==> src/rtl/cgc_pkg.sv <==
// package for the can general control block
`default_nettype none
package cgc_pkg;
  // register byte addresses (index times four; printed offset not aligned)
  localparam logic [7:0]  CGC_IDX_GCON   = 8'hAB;
  localparam logic [11:0] CGC_ADDR_GCON  = {2'h0, CGC_IDX_GCON, 2'h0};
  localparam logic [11:0] CGC_ADDR_STAT  = 12'h400;
  localparam logic [11:0] CGC_ADDR_OBJEN = 12'h404;
  // control field positions
  localparam int CGC_BIT_ABORT   = 7;
  localparam int CGC_BIT_OVLD    = 6;
  localparam int CGC_BIT_TTC     = 5;
  localparam int CGC_BIT_SYNC    = 4;
  localparam int CGC_BIT_LISTEN  = 3;
  localparam int CGC_BIT_TEST    = 2;
  localparam int CGC_BIT_ENABLE  = 1;
  localparam int CGC_BIT_SRESET  = 0;
  // status field positions
  localparam int CGC_STAT_ENFLAG = 2;
  localparam int CGC_STAT_OVLD   = 6;
  // reset values; the listen bit has no defined reset value, taken as zero
  localparam logic [7:0]  CGC_GCON_RST  = 8'h00;
  localparam logic [14:0] CGC_OBJEN_RST = 15'h0000;
  // clock periods spent in the start state after enable is seen
  localparam int CGC_START_CYCLES = 2;
  localparam int CGC_NUM_OBJ      = 15;
  typedef enum logic [1:0] {
    CGC_IDLE,
    CGC_START,
    CGC_RUN,
    CGC_DRAIN
  } cgc_state_type;
endpackage
`default_nettype wire

==> src/rtl/cgc_objen.sv <==
// per-object enable bits with abort clear
`timescale 1ns/100ps
`default_nettype none
module cgc_objen (
  // clock and reset
  input  wire logic                           clk,
  input  wire logic                           rst_n,
  // software access
  input  wire logic                           wr,
  input  wire logic [cgc_pkg::CGC_NUM_OBJ-1:0] wdata,
  input  wire logic                           abort,
  // state
  output logic      [cgc_pkg::CGC_NUM_OBJ-1:0] object_enable
);
  import cgc_pkg::*;
  genvar g;
  generate
    for (g = 0; g < CGC_NUM_OBJ; g++) begin : gen_obj
      always_ff @(posedge clk or negedge rst_n) begin
        if (!rst_n) begin
          object_enable[g] <= CGC_OBJEN_RST[g];
        end else if (abort) begin
          object_enable[g] <= 1'b0;
        end else if (wr) begin
          object_enable[g] <= wdata[g];
        end
      end
    end
  endgenerate
endmodule
`default_nettype wire

==> src/rtl/cgc_top.sv <==
// general control logic of the can controller, apb slave
// Summary of operation
// - abort bit clears every object enable; software clears the abort bit.
// - abort drops pending transmits; frame in progress completes with its flag.
// - overload bit requests an overload frame after next received message.
// - hardware clears overload bit when overload frame transmission starts.
// - bit 5 selects time-triggered mode; clear disables its features.
// - bit 4 picks capture at end of frame, else start of frame.
// - bit 3 enters listening mode; clearing returns to normal.
// - listening: no acknowledge, no transmit, error flags live, counters frozen.
// - bit 1 enables the controller and ungates its clock.
// - clearing bit 1 finishes current frame, then freezes protocol engine.
// - standby keeps tx recessive, receiver off, internal clock stopped.
// - registers and object enables stay accessible while disabled.
// - protocol engine starts two clock periods after enable is set; engine_run rises three periods after the bit is stored.
// - read-only flag shows the real enabled state.
// - bit 0 software reset is ORed with hardware reset, self-clears.
// - after any reset the controller is disabled.
// - control register resets to zero; listen bit value undefined.
// - time-triggered mode sends each frame once, no retransmit.
`timescale 1ns/100ps
`default_nettype none
module cgc_top (
  // clock and reset
  input  wire logic                            pclk,
  input  wire logic                            presetn,
  // apb slave
  input  wire logic                            psel,
  input  wire logic                            penable,
  input  wire logic                            pwrite,
  input  wire logic [11:0]                     paddr,
  input  wire logic [31:0]                     pwdata,
  output logic      [31:0]                     prdata,
  output logic                                 pready,
  output logic                                 pslverr,
  // protocol engine status
  input  wire logic                            frame_active,
  input  wire logic                            frame_received,
  input  wire logic                            ovld_tx_start,
  input  wire logic                            tx_pending,
  input  wire logic                            sof_event,
  input  wire logic                            eof_last_bit,
  input  wire logic                            tx_error,
  // protocol engine control
  output logic                                 engine_run,
  output logic                                 can_clk_en,
  output logic                                 rx_enable,
  output logic                                 tx_force_recessive,
  output logic                                 ack_enable,
  output logic                                 error_count_freeze,
  output logic                                 drop_pending_tx,
  output logic                                 overload_frame_request,
  output logic                                 time_triggered_select,
  output logic                                 timer_capture,
  output logic                                 retransmit_enable,
  output logic                                 controller_reset_n,
  output logic                                 test_mode,
  output logic      [cgc_pkg::CGC_NUM_OBJ-1:0] object_enable
);
  import cgc_pkg::*;

  logic [7:0]    gcon;
  logic [7:0]    next_gcon;
  logic          sreset;
  cgc_state_type state;
  cgc_state_type next_state;
  logic [1:0]    start_cnt;
  logic          enabled_state_flag;

  // apb decode; zero wait states
  wire acc       = psel && penable;
  wire wr_acc    = acc && pwrite;
  wire hit_gcon  = (paddr == CGC_ADDR_GCON);
  wire hit_stat  = (paddr == CGC_ADDR_STAT);
  wire hit_objen = (paddr == CGC_ADDR_OBJEN);
  wire hit_any   = hit_gcon || hit_stat || hit_objen;
  wire wr_gcon   = wr_acc && hit_gcon;
  wire wr_objen  = wr_acc && hit_objen;

  assign pready  = 1'b1;
  assign pslverr = acc && !hit_any;

  // field views
  wire abort_all_request     = gcon[CGC_BIT_ABORT];
  wire capture_at_frame_end  = gcon[CGC_BIT_SYNC];
  wire listen_mode           = gcon[CGC_BIT_LISTEN];
  wire controller_enable     = gcon[CGC_BIT_ENABLE];
  wire general_soft_reset    = gcon[CGC_BIT_SRESET];

  // next register value; overload clear by hardware loses to a fresh write
  always_comb begin
    next_gcon = gcon;
    if (ovld_tx_start) begin
      next_gcon[CGC_BIT_OVLD] = 1'b0;
    end
    if (general_soft_reset) begin
      next_gcon[CGC_BIT_SRESET] = 1'b0;
    end
    if (wr_gcon) begin
      next_gcon = pwdata[7:0];
    end
    if (sreset) begin
      next_gcon = CGC_GCON_RST;
    end
  end

  always_ff @(posedge pclk or negedge presetn) begin
    if (!presetn) begin
      gcon <= CGC_GCON_RST;
    end else begin
      gcon <= next_gcon;
    end
  end

  // soft reset pulse, one cycle after the bit is seen
  always_ff @(posedge pclk or negedge presetn) begin
    if (!presetn) begin
      sreset <= 1'b0;
    end else begin
      sreset <= general_soft_reset && !sreset;
    end
  end

  // reset to the protocol engine: hardware or software
  assign controller_reset_n = presetn && !sreset;

  // enable sequencing
  always_comb begin
    next_state = state;
    case (state)
      CGC_IDLE: begin
        if (controller_enable) begin
          next_state = CGC_START;
        end
      end
      CGC_START: begin
        if (!controller_enable) begin
          next_state = CGC_IDLE;
        end else if (start_cnt == 2'(CGC_START_CYCLES - 1)) begin
          next_state = CGC_RUN;
        end
      end
      CGC_RUN: begin
        if (!controller_enable) begin
          next_state = frame_active ? CGC_DRAIN : CGC_IDLE;
        end
      end
      CGC_DRAIN: begin
        if (controller_enable) begin
          next_state = CGC_RUN;
        end else if (!frame_active) begin
          next_state = CGC_IDLE;
        end
      end
      default: begin
        next_state = CGC_IDLE;
      end
    endcase
  end

  always_ff @(posedge pclk or negedge presetn) begin
    if (!presetn) begin
      state     <= CGC_IDLE;
      start_cnt <= 2'h0;
    end else if (sreset) begin
      state     <= CGC_IDLE;
      start_cnt <= 2'h0;
    end else begin
      state     <= next_state;
      start_cnt <= (state == CGC_START) ? start_cnt + 2'h1 : 2'h0;
    end
  end

  wire running = (state == CGC_RUN) || (state == CGC_DRAIN);
  assign enabled_state_flag = running;

  // engine gating
  assign engine_run         = running;
  assign can_clk_en         = controller_enable || running;
  assign rx_enable          = running;
  // drain counts as running, so tx is not forced recessive until idle
  assign tx_force_recessive = !running || listen_mode;
  assign ack_enable         = running && !listen_mode;
  assign error_count_freeze = listen_mode;
  // frame in progress is untouched; only queued transmits go
  assign drop_pending_tx    = abort_all_request && tx_pending;
  assign overload_frame_request = gcon[CGC_BIT_OVLD] && running;
  assign time_triggered_select  = gcon[CGC_BIT_TTC];
  assign timer_capture = gcon[CGC_BIT_TTC] &&
    (capture_at_frame_end ? eof_last_bit : sof_event);
  // single shot in time-triggered mode
  assign retransmit_enable  = !gcon[CGC_BIT_TTC];
  // the bit drives the test_mode output; software must keep it clear
  assign test_mode          = gcon[CGC_BIT_TEST];

  cgc_objen u_objen (
    .clk           (pclk),
    .rst_n         (controller_reset_n),
    .wr            (wr_objen),
    .wdata         (pwdata[CGC_NUM_OBJ-1:0]),
    .abort         (abort_all_request),
    .object_enable (object_enable)
  );

  // read data, registered on the setup phase
  wire [31:0] rd_mux =
    hit_gcon  ? {24'h000000, gcon} :
    hit_stat  ? {25'h0000000, gcon[CGC_BIT_OVLD], 3'h0,
                 enabled_state_flag, 2'h0} :
    hit_objen ? {17'h00000, object_enable} : 32'h00000000;

  always_ff @(posedge pclk or negedge presetn) begin
    if (!presetn) begin
      prdata <= 32'h00000000;
    end else if (psel && !penable && !pwrite) begin
      prdata <= rd_mux;
    end
  end

  // checks
  property p_start_delay;
    @(posedge pclk) disable iff (!presetn || sreset)
    (state == CGC_IDLE && controller_enable) |=>
      !enabled_state_flag ##1 (!enabled_state_flag || !controller_enable)
      ##1 (enabled_state_flag || !controller_enable);
  endproperty
  a_start_delay: assert property (p_start_delay)
    else $error("enable start latency wrong");

  property p_abort_clears;
    @(posedge pclk) disable iff (!controller_reset_n)
    abort_all_request |=> (object_enable == '0);
  endproperty
  a_abort_clears: assert property (p_abort_clears)
    else $error("abort left an object enabled");

  property p_abort_sticky;
    @(posedge pclk) disable iff (!presetn)
    (abort_all_request && !wr_gcon && !sreset) |=> abort_all_request;
  endproperty
  a_abort_sticky: assert property (p_abort_sticky)
    else $error("abort bit cleared by hardware");

  property p_ovld_clear;
    @(posedge pclk) disable iff (!presetn)
    (ovld_tx_start && !wr_gcon) |=> !gcon[CGC_BIT_OVLD];
  endproperty
  a_ovld_clear: assert property (p_ovld_clear)
    else $error("overload request not cleared");

  property p_sreset_pulse;
    @(posedge pclk) disable iff (!presetn)
    $rose(sreset) |=> !sreset && !general_soft_reset && !controller_enable;
  endproperty
  a_sreset_pulse: assert property (p_sreset_pulse)
    else $error("soft reset not a single cycle");

  property p_sreset_follows;
    @(posedge pclk) disable iff (!presetn)
    (general_soft_reset && !sreset) |=> sreset;
  endproperty
  a_sreset_follows: assert property (p_sreset_follows)
    else $error("soft reset bit gave no reset");

  property p_drain;
    @(posedge pclk) disable iff (!controller_reset_n)
    (running && frame_active) |=> running;
  endproperty
  a_drain: assert property (p_drain)
    else $error("engine stopped mid frame");

  property p_standby_tx;
    @(posedge pclk) disable iff (!presetn)
    (state == CGC_IDLE) |-> tx_force_recessive && !rx_enable;
  endproperty
  a_standby_tx: assert property (p_standby_tx)
    else $error("standby drove the bus");

  property p_listen;
    @(posedge pclk) disable iff (!presetn)
    listen_mode |-> !ack_enable && tx_force_recessive && error_count_freeze;
  endproperty
  a_listen: assert property (p_listen)
    else $error("listening mode transmitted");

  property p_single_shot;
    @(posedge pclk) disable iff (!presetn)
    (time_triggered_select && tx_error) |-> !retransmit_enable;
  endproperty
  a_single_shot: assert property (p_single_shot)
    else $error("retransmit allowed in time-triggered mode");

  property p_sreset_clean;
    @(posedge pclk) disable iff (!presetn)
    sreset |=> (gcon == CGC_GCON_RST) && !engine_run;
  endproperty
  a_sreset_clean: assert property (p_sreset_clean)
    else $error("soft reset left control state behind");

  property p_abort_drop;
    @(posedge pclk) disable iff (!presetn)
    (abort_all_request && tx_pending) |-> drop_pending_tx;
  endproperty
  a_abort_drop: assert property (p_abort_drop)
    else $error("pending transmit kept during abort");

  property p_capture_sof;
    @(posedge pclk) disable iff (!presetn)
    (time_triggered_select && !capture_at_frame_end && sof_event) |->
      timer_capture;
  endproperty
  a_capture_sof: assert property (p_capture_sof)
    else $error("timer not captured at frame start");

  property p_no_capture;
    @(posedge pclk) disable iff (!presetn)
    !time_triggered_select |-> !timer_capture;
  endproperty
  a_no_capture: assert property (p_no_capture)
    else $error("timer captured outside time-triggered mode");

  // only a write or an abort may touch the enables while disabled
  property p_objen_hold;
    @(posedge pclk) disable iff (!controller_reset_n)
    (!controller_enable && !abort_all_request && !wr_objen) |=>
      $stable(object_enable);
  endproperty
  a_objen_hold: assert property (p_objen_hold)
    else $error("object enables changed in standby");

  property p_clk_gate;
    @(posedge pclk) disable iff (!presetn)
    (state == CGC_IDLE && !controller_enable) |-> !can_clk_en;
  endproperty
  a_clk_gate: assert property (p_clk_gate)
    else $error("engine clock running in standby");

  c_enable: cover property (@(posedge pclk) disable iff (!presetn)
    $rose(enabled_state_flag));
  c_drain: cover property (@(posedge pclk) disable iff (!presetn)
    state == CGC_DRAIN ##1 state == CGC_IDLE);
  c_sreset: cover property (@(posedge pclk) disable iff (!presetn)
    $rose(sreset));
  c_abort: cover property (@(posedge pclk) disable iff (!presetn)
    drop_pending_tx);
  c_capture: cover property (@(posedge pclk) disable iff (!presetn)
    timer_capture);
endmodule
`default_nettype wire

==> config.mk <==
export PLATFORM = sky130hd
export DESIGN_NAME = cgc_top
export DESIGN_NICKNAME = d
export VERILOG_FILES = /design/src/rtl/cgc_pkg.sv /design/src/rtl/cgc_objen.sv /design/src/rtl/cgc_top.sv
export SDC_FILE = /design/constraint.sdc
export NUM_CORES = 1
export LEC_CHECK = 0
export BUFFER_PORTS_ARGS = -buffer_cell sky130_fd_sc_hd__buf_2
export CAP_MARGIN = 20
export CORE_MARGIN = 5
export CORE_UTILIZATION = 33
export CTS_CLUSTER_DIAMETER = 60
export DETAILED_ROUTE_END_ITERATION = 10
export GPL_TIMING_DRIVEN = 0
export HOLD_SLACK_MARGIN = 0.03
export PLACE_DENSITY = 0.63
export SLEW_MARGIN = 20
export SYNTH_ARGS = -nofsm -noshare
export SYNTH_HDL_FRONTEND = slang
export SYNTH_SLANG_ARGS = --single-unit
==> constraint.sdc <==
create_clock -name pclk -period 1.9 [get_ports pclk]
set_input_delay 0.095 -clock pclk [delete_from_list [all_inputs] [get_ports pclk]]
set_output_delay 0.095 -clock pclk [all_outputs]
set_load 0.02 [all_outputs]
==> results.cfg, run 1 <==
[timing]
timing.fmax_mhz = 586
rsz0062_at_grt = no
whs_ps = 44.7
tightest_slew_ps = 917
finalSetupTns_ps = 0
slew_headroom = 0.385
setup_viol_count_final = 0
finalHoldViolCount = 0
skew_ps = 6.40
period_needed_ps = 1710
finalCritPeriodShare = 0.899
maxSlewViolCount = 0

[pwr]
p_leak_nw = 1.53
powerDensity_mw_per_mm2 = 583
p_int_w = 0.00133
ir_drop_uv = 321
power_frac_clock = 0.368
p_seq_frac = 0.528
power.switching_w = 0.000413
switching_share = 0.237
p_total_w = 0.00174
combPwrFrac = 0.103

[clock_network]
clockBufferDepth = 2
htree_levels = 2
cts_tree = done
cts_sinks = 43
cts_made_buffers = 5
cts_setup_buffers = 0
clk_pin_slew_ps = 80
insertion_delay_ps = 290
cts_root_buf = clkbuf_8

[setup_path]
crit_arrival_ps = 1940
worstPathRequired_ps = 2130
critPathKind = in -> reg
cp_max_fo = 10
worst_setup_path_start_kind = input port
cp-end-kind = flop

[global_routing]
track_usage = 0.142
grt_overflow = 0
grt_first_pass_wirelength_microns = 9640
grt_max_degree = 29
grt_pass1_vias = 1853
grt_antenna_before_repair = 0

[die]
start_util = 0.336
die_area_sq_mm = 0.00861
core_area_sq_mm = 0.00672
die_h_microns = 92.8
ios = 118
row_count = 30
die_x_microns = 92.8

[placement]
place_congestion = 0.766
hpwl_microns = 4590
placed_area_sq_mm = 0.00284
numPortBuffers = 80

[yosys]
synthCells = 212
ys_top_cells_by_count = 45 x nand2b_1, 43 x dfrtp_1, 24 x mux2i_1, 20 x buf_4, 8 x nor2_1
syn_avg_cell_area_sq_um = 10.7
synth_top_flop_cell = dfrtp_1
syn-cell-area_sq_mm = 0.00226
ys_seq_elements = 43
ys_seq_area_frac = 0.476
synth_edf_count = 0
synth_warnings = 0
synth.most_common_cell = nand2b_1
async_flop_share = 1.00
yosys.area.top_type_share = 0.476
yosys.cell_types.count = 36
synthTopCellsByArea = dfrtp_1 48%, nand2b_1 12%, mux2i_1 11%
synth_area_leader_cell = dfrtp_1

[route]
drc = 0
wl_per_cell_microns = 15.1
wl_microns = 6010
firstDrtPassIters = 4
drtIter0Drc = 38
antenna_left = 0
vias = 1838
viasPerCell = 4.61

[job]
maxCapViolCount = 0

[status]
status = finished clean

[layout]
area_growth_pct = 31.8
antenna_cells = 0
final_cell_area_sq_mm = 0.00298
drive_above_1_share = 0.370
final_nets = 375

[hold_path]
hold_path.class = in -> reg
==> worst paths after layout <==
kind / start / endpoint / slack [ps] / depth (start not counted)
max: pwrite / prdata[5] / 190 / 7
min: pwdata[12] / u_objen.object_enable[12] / 40 / 3
max reg2reg: gcon[7] / prdata[7] / 690 / 2
min reg2reg: start_cnt[0] / start_cnt[0] / 440 / 1
max in group asynchronous: sreset / u_objen.object_enable[1] / 1010 / 3
min in group asynchronous: presetn / gcon[3] / 330 / 3
==> stage by stage <==
stage / cells / utilization / setup slack (ps)
floorplan: 228 / - / 208
finish: 399 / 0.444 / 192
global route: 399 / 0.444 / 105
detailed placement: 389 / 0.423 / -181
global placement: 388 / 0.420 / -593
CTS: 399 / 0.442 / 76.8
==> placed cells by master, fill, tap and decap left out, types with 2 or more instances in the layout <==
master	n
dfrtp_1	43
nand2b_1	45
o21ai_0	2
inv_1	6
nor3_4	2
clkbuf_8	7
conb_1	18
nor2_1	8
and2_0	4
a22o_1	7
a221o_1	6
a21oi_1	3
nand2_1	7
and2_1	3
nand3b_1	2
nand3_1	2
buf_2	81
mux2i_1	24
clkbuf_1	8
buf_4	20
==> registers in the layout, summed over array words and instances (netlist names) <==
| register | count |
|---|---|
| sreset | 1 |
| prdata | 15 |
| start_cnt | 2 |
| u_objen.object_enable | 15 |
| gcon | 8 |
| state | 2 |
==> critical path: stages <==
cell     delay (ps)
buf_2           100
or3b_1          360
buf_2           180
or4b_4          570
nor3_4          270
buf_6           210
a221o_1         160
==> power groups by stage <==
stage,sequential [W],clock (W),combinational (W)
2_1_floorplan,0.000936,0,0.0000960
3_3_place_gp,0.000937,0,0.000165
3_5_place_dp,0.000937,0,0.000171
4_1_cts,0.000918,0.000660,0.000179
5_1_grt,0.000919,0.000697,0.000198
6_report,0.000918,0.000640,0.000179
==> cell type report <==
type | count | area, sq um
plain buffers | 29 | 193
flip-flops and latches | 43 | 1080
inverters | 6 | 22.5
fillers | 640 | 3740
well taps | 80 | 100
repair buffers | 83 | 445
multi-input cells | 150 | 1040
clock buffers | 8 | 100
==> repair_timing <==
action	4_1_cts	5_1_grt
endpoints found under the hold margin	28	0
endpoints found under the setup margin	0	10
hold buffers	2	0
resized for setup	0	2
==> kinds of logic (layout without fill, tap and decap cells) <==
| logic type | count (synthesis) | count (layout) | synth area share |
|---|---|---|---|
| other | 2 | 18 | 0.00332 |
| multiplexers | 24 | 24 | 0.106 |
| adder cells (fa/ha/maj) | 1 | 1 | 0.00553 |
| buffers and inverters | 35 | 126 | 0.0952 |
| flip-flops | 43 | 43 | 0.476 |
| AND/OR/NAND/NOR | 86 | 86 | 0.237 |
| AO/OA/AOI/OAI | 21 | 21 | 0.0769 |
==> layer usage <==
metal	vias up	track usage	wire, microns
li1	900	-	-
met1	862	0.188	2730
met2	69	0.230	2730
met3	7	0.0406	496
met4	0	0.0330	58
met5	-	0	0
Note: power is estimated with default switching activity, not from simulation.
==> run 2: changes to the inputs <==
Settings changed: CORE_MARGIN 5 to default.
==> run 2 against run 1 <==
The flow now finishes with violations (DRC); core utilization grew 1.4 points; via count shrank 2.3%; die area shrank 17%; largest power group unchanged; critical path depth is the same; non-clock buffer count is the same; flip-flop and latch count is the same; global-route usage grew 2.1 points; clock power shrank 0.9%; sequential share of layout area grew 0.091 points.
==> results.cfg, run 2 (synthesis gave the netlist of run 1 again) <==
[status]
status = finished with violations
violations = DRC

[pwr]
switching_share = 0.234
power.switching_w = 0.000404
power_frac_clock = 0.367
p_int_w = 0.00132
ir_drop_uv = 273
combPwrFrac = 0.102
powerDensity_mw_per_mm2 = 581
p_total_w = 0.00173
p_leak_nw = 1.53
p_seq_frac = 0.531

[layout]
final_cell_area_sq_mm = 0.00297
seqCellArea_sq_mm = 0.00108
antenna_cells = 0
fill_cells = 648
drive_above_1_share = 0.370
final_cell_mix = 81 x buf_2, 45 x nand2b_1, 43 x dfrtp_1
multi_input_area_sq_mm = 0.00104
final_nets = 375
layout_commonest_cell = buf_2
final_cells = 396
top_regs = prdata: 15 flops, u_objen.object_enable: 15 flops, gcon: 8 flops
area_growth_pct = 31.5

[placement]
dp_cells = 386
place_congestion = 0.754
place_ws_ps = -143
placed_area_sq_mm = 0.00283
numPortBuffers = 80
hpwl_microns = 4120

[timing]
finalSetupTns_ps = 0
rsz0062_at_grt = no
slew_headroom = 0.386
tightest_slew_ps = 916
period_needed_ps = 1750
finalCritPeriodShare = 0.922
maxSlewViolCount = 0
worst_slack_ps = 149
skew_ps = 9.70
setup_viol_count_final = 0
finalHoldViolCount = 0
timing.fmax_mhz = 571

[die]
ios = 118
row_count = 29
core_area_sq_mm = 0.00649
die_x_microns = 84.8
die_area_sq_mm = 0.00719
start_util = 0.348
die_h_microns = 84.8

[setup_path]
worstPathRequired_ps = 2130
crit_top_cell = buf_2
critPathKind = in -> reg
worst_setup_path_start_kind = input port
cp_max_fo = 10
cp-end-kind = flop
crit_chain = buf_2 > or3b_1 > buf_2 > or4b_4 > nor3_4 > buf_6 > a221o_2
max_stage_delay_ps = 570
crit_arrival_ps = 1980
path_buf_inv = 3
slowest_stage = or4b_4
cp_top_family = simple AND/OR/NAND/NOR gates

[global_routing]
grt_first_pass_wirelength_microns = 8910
track_usage = 0.163
grt_max_degree = 29
grt_antenna_before_repair = 0
grt_overflow = 0
grt_pass1_vias = 1736

[clock_network]
insertion_delay_ps = 290
cts_sinks = 43
cts_setup_buffers = 0
cts_made_buffers = 5
cts_root_buf = clkbuf_8
htree_levels = 2
clk_pin_slew_ps = 80
cts_tree = done
clockBufferDepth = 2

[route]
wl_per_cell_microns = 14.2
antenna_left = 0
firstDrtPassIters = 9
viasPerCell = 4.53
vias = 1795
drtIter0Drc = 66
wl_microns = 5610
drc = 7

[hold_path]
hold_path.class = in -> reg

[job]
maxCapViolCount = 0
[run 2: area by class of cell]
| cell class | instances | area share |
|---|---|---|
| sequential | 43 | 0.362 |
| tap | 77 | 0.0324 |
| multi-input combinational | 150 | 0.351 |
| timing repair buffer | 83 | 0.149 |
| clock buffer | 8 | 0.0337 |
| buffer | 29 | 0.0648 |
| inverter | 6 | 0.00758 |
[run 2: repair_timing]
action	4_1_cts	5_1_grt
gates resized for setup	0	2
endpoints found under the hold margin	28	0
setup endpoints to repair	0	7
hold buffers	2	0
[run 2: worst register-to-register path, delay by kind of cell, from the launching register on]
kind                   cells  cell delay [ps]
buffers and inverters      1              240
DFF                        1              430
AOI/OAI and AO/OA          1              410
[run 2: path summary, 6_finish.rpt]
path,from,end,slack (ps),depth (start not counted)
hold reg to reg,start_cnt[0],start_cnt[0],450,1
setup / recovery,pwrite,prdata[7],150,7
setup reg to reg,gcon[7],prdata[7],710,2
min in group asynchronous,presetn,state[0],330,3
max in group asynchronous,sreset,u_objen.object_enable[11],1010,3
hold / removal,pwdata[9],u_objen.object_enable[9],50,3
[run 2: power by group through the flow]
stage                     clock network (W)  registers [W]   logic, W
after floorplan                           0       0.000936  0.0000960
after global placement                    0       0.000937   0.000164
after detailed placement                  0       0.000937   0.000169
after CTS                          0.000659       0.000918   0.000177
after global routing               0.000702       0.000919   0.000193
final                              0.000634       0.000918   0.000176
[run 2: stage by stage]
stage	hold WS, ps	utilization
2_1_floorplan	-201	-
3_3_place_gp	167	0.434
3_5_place_dp	168	0.436
4_1_cts	38.6	0.456
5_1_grt	32.1	0.458
6_report	50.3	0.458
[run 2: routing by layer]
metal  global-route usage  routed length (microns)  share of wire
met3               0.0383                      302          0.054
met4               0.0508                       51         0.0091
met2                0.269                     2760           0.49
met1                0.212                     2500           0.44
met5                    0                        0              0
==> run 3: changes to the inputs <==
Settings changed: CORE_MARGIN from default to 4.
==> run 3 against run 2 <==
The run now ends clean; setup slack better by 8.7 ps; worst hold slack about the same; via count up 1.0%; cell count unchanged; critical path type unchanged.
==> results.cfg, run 3 (synthesis gave the netlist of run 1 again) <==
[setup_path]
slowest_stage = or4b_4
worstPathRequired_ps = 2140
crit_start = pwrite
crit_arrival_ps = 1980
worst_setup_path_start_kind = input port
cp-end-kind = flop
reg2reg_slack_ps = 700
crit_chain = buf_2 > or3b_1 > buf_2 > or4b_4 > nor3_4 > buf_6 > a221o_2
critPathKind = in -> reg
crit_top_cell = buf_2
cp_max_fo = 10
max_stage_delay_ps = 570
reg2reg_from = sreset

[route]
antenna_left = 0
drc = 0
wl_per_cell_microns = 14.9
drtIter0Drc = 31
vias = 1813
wl_microns = 5890
firstDrtPassIters = 4
viasPerCell = 4.58

[layout]
fill_cells = 642
drive_above_1_share = 0.373
layout_commonest_cell = buf_2
top_regs = prdata: 15 flops, u_objen.object_enable: 15 flops, gcon: 8 flops
area_growth_pct = 30.5
final_nets = 375
antenna_cells = 0
final_cell_area_sq_mm = 0.00295
final_cell_mix = 81 x buf_2, 45 x nand2b_1, 43 x dfrtp_1

[timing]
finalHoldViolCount = 0
period_needed_ps = 1740
worst_slack_ps = 157
finalSetupTns_ps = 0
skew_ps = 3.22
maxSlewViolCount = 0
setup_viol_count_final = 0
rsz0062_at_grt = no
tightest_slew_ps = 883
slew_headroom = 0.408
timing.fmax_mhz = 574
whs_ps = 50.3
finalCritPeriodShare = 0.917

[global_routing]
grt_overflow = 0
grt_first_pass_wirelength_microns = 9760
grt_pass1_vias = 1908
track_usage = 0.149
grt_antenna_before_repair = 0
grt_max_degree = 29

[clock_network]
clockBufferDepth = 2
cts_tree = done
clk_pin_slew_ps = 80
cts_sinks = 43
cts_root_buf = clkbuf_8
htree_levels = 2
cts_made_buffers = 5
insertion_delay_ps = 290
cts_setup_buffers = 0

[pwr]
powerDensity_mw_per_mm2 = 561
p_total_w = 0.00165
p_leak_nw = 1.51
ir_drop_uv = 295

[die]
start_util = 0.348
die_x_microns = 90.8
die_area_sq_mm = 0.00824
die_h_microns = 90.8
row_count = 29
ios = 118
core_area_sq_mm = 0.00649

[placement]
numPortBuffers = 80
hpwl_microns = 4410
place_ws_ps = -160
place_congestion = 0.708
placed_area_sq_mm = 0.00283

[hold_path]
hold_path.class = in -> reg
hp-start = ovld_tx_start

[status]
status = finished clean

[job]
maxCapViolCount = 0
## run 3: cell count changes in the layout (fill, tap and decap cells not counted)
cell      delta
nor3_2       +1
clkbuf_1     -1
clkinv_2     +3
clkbuf_8     -2
nor3_4       -1
## run 3: repair_timing
action,CTS,global route
hold buffers,2,0
endpoints found under the hold margin,28,0
gates resized for setup,0,1
endpoints found under the setup margin,0,1
## run 3: path summary, 6_finish.rpt
path / endpoint / cells past startpoint
max: prdata[7] / 7
min in group asynchronous: start_cnt[0] / 3
min reg2reg: start_cnt[0] / 1
min: gcon[6] / 3
max in group asynchronous: u_objen.object_enable[13] / 3
max reg2reg: gcon[6] / 3
## run 3: layout make-up
type | count | area [sq um] | area share
plain buffers | 29 | 193 | 0.0653
clock buffers | 5 | 68.8 | 0.0233
clock inverters | 3 | 15.0 | 0.00509
inverters | 6 | 22.5 | 0.00763
multi-input cells | 150 | 1040 | 0.352
flip-flops and latches | 43 | 1080 | 0.365
well taps | 77 | 96.3 | 0.0327
repair buffers | 83 | 442 | 0.150
## run 3: critical path, delay by kind of cell
family	cells	cell delay, ps
buf+inv	3	490
simple gates	3	1230
compound gates	1	150
## run 3: routing by layer
layer / GRT usage / wire (microns) / vias up
li1: - / - / 894
met2: 0.254 / 2800 / 69
met3: 0.0425 / 425 / 8
met4: 0.0490 / 107 / 0
met1: 0.179 / 2560 / 842
met5: 0 / 0 / -
## run 3: metrics by stage
step	util	std cells
after global routing	0.454	396
after detailed placement	0.436	386
after global placement	0.434	385
after floorplan	-	228
after CTS	0.453	396
final	0.454	396
## run 3: power breakdown
group          internal (W)  total [W]  switching, W
logic             0.0000764   0.000176     0.0000992
clock network      0.000252   0.000561      0.000309
registers          0.000916   0.000918    0.00000238
total               0.00124    0.00165      0.000410
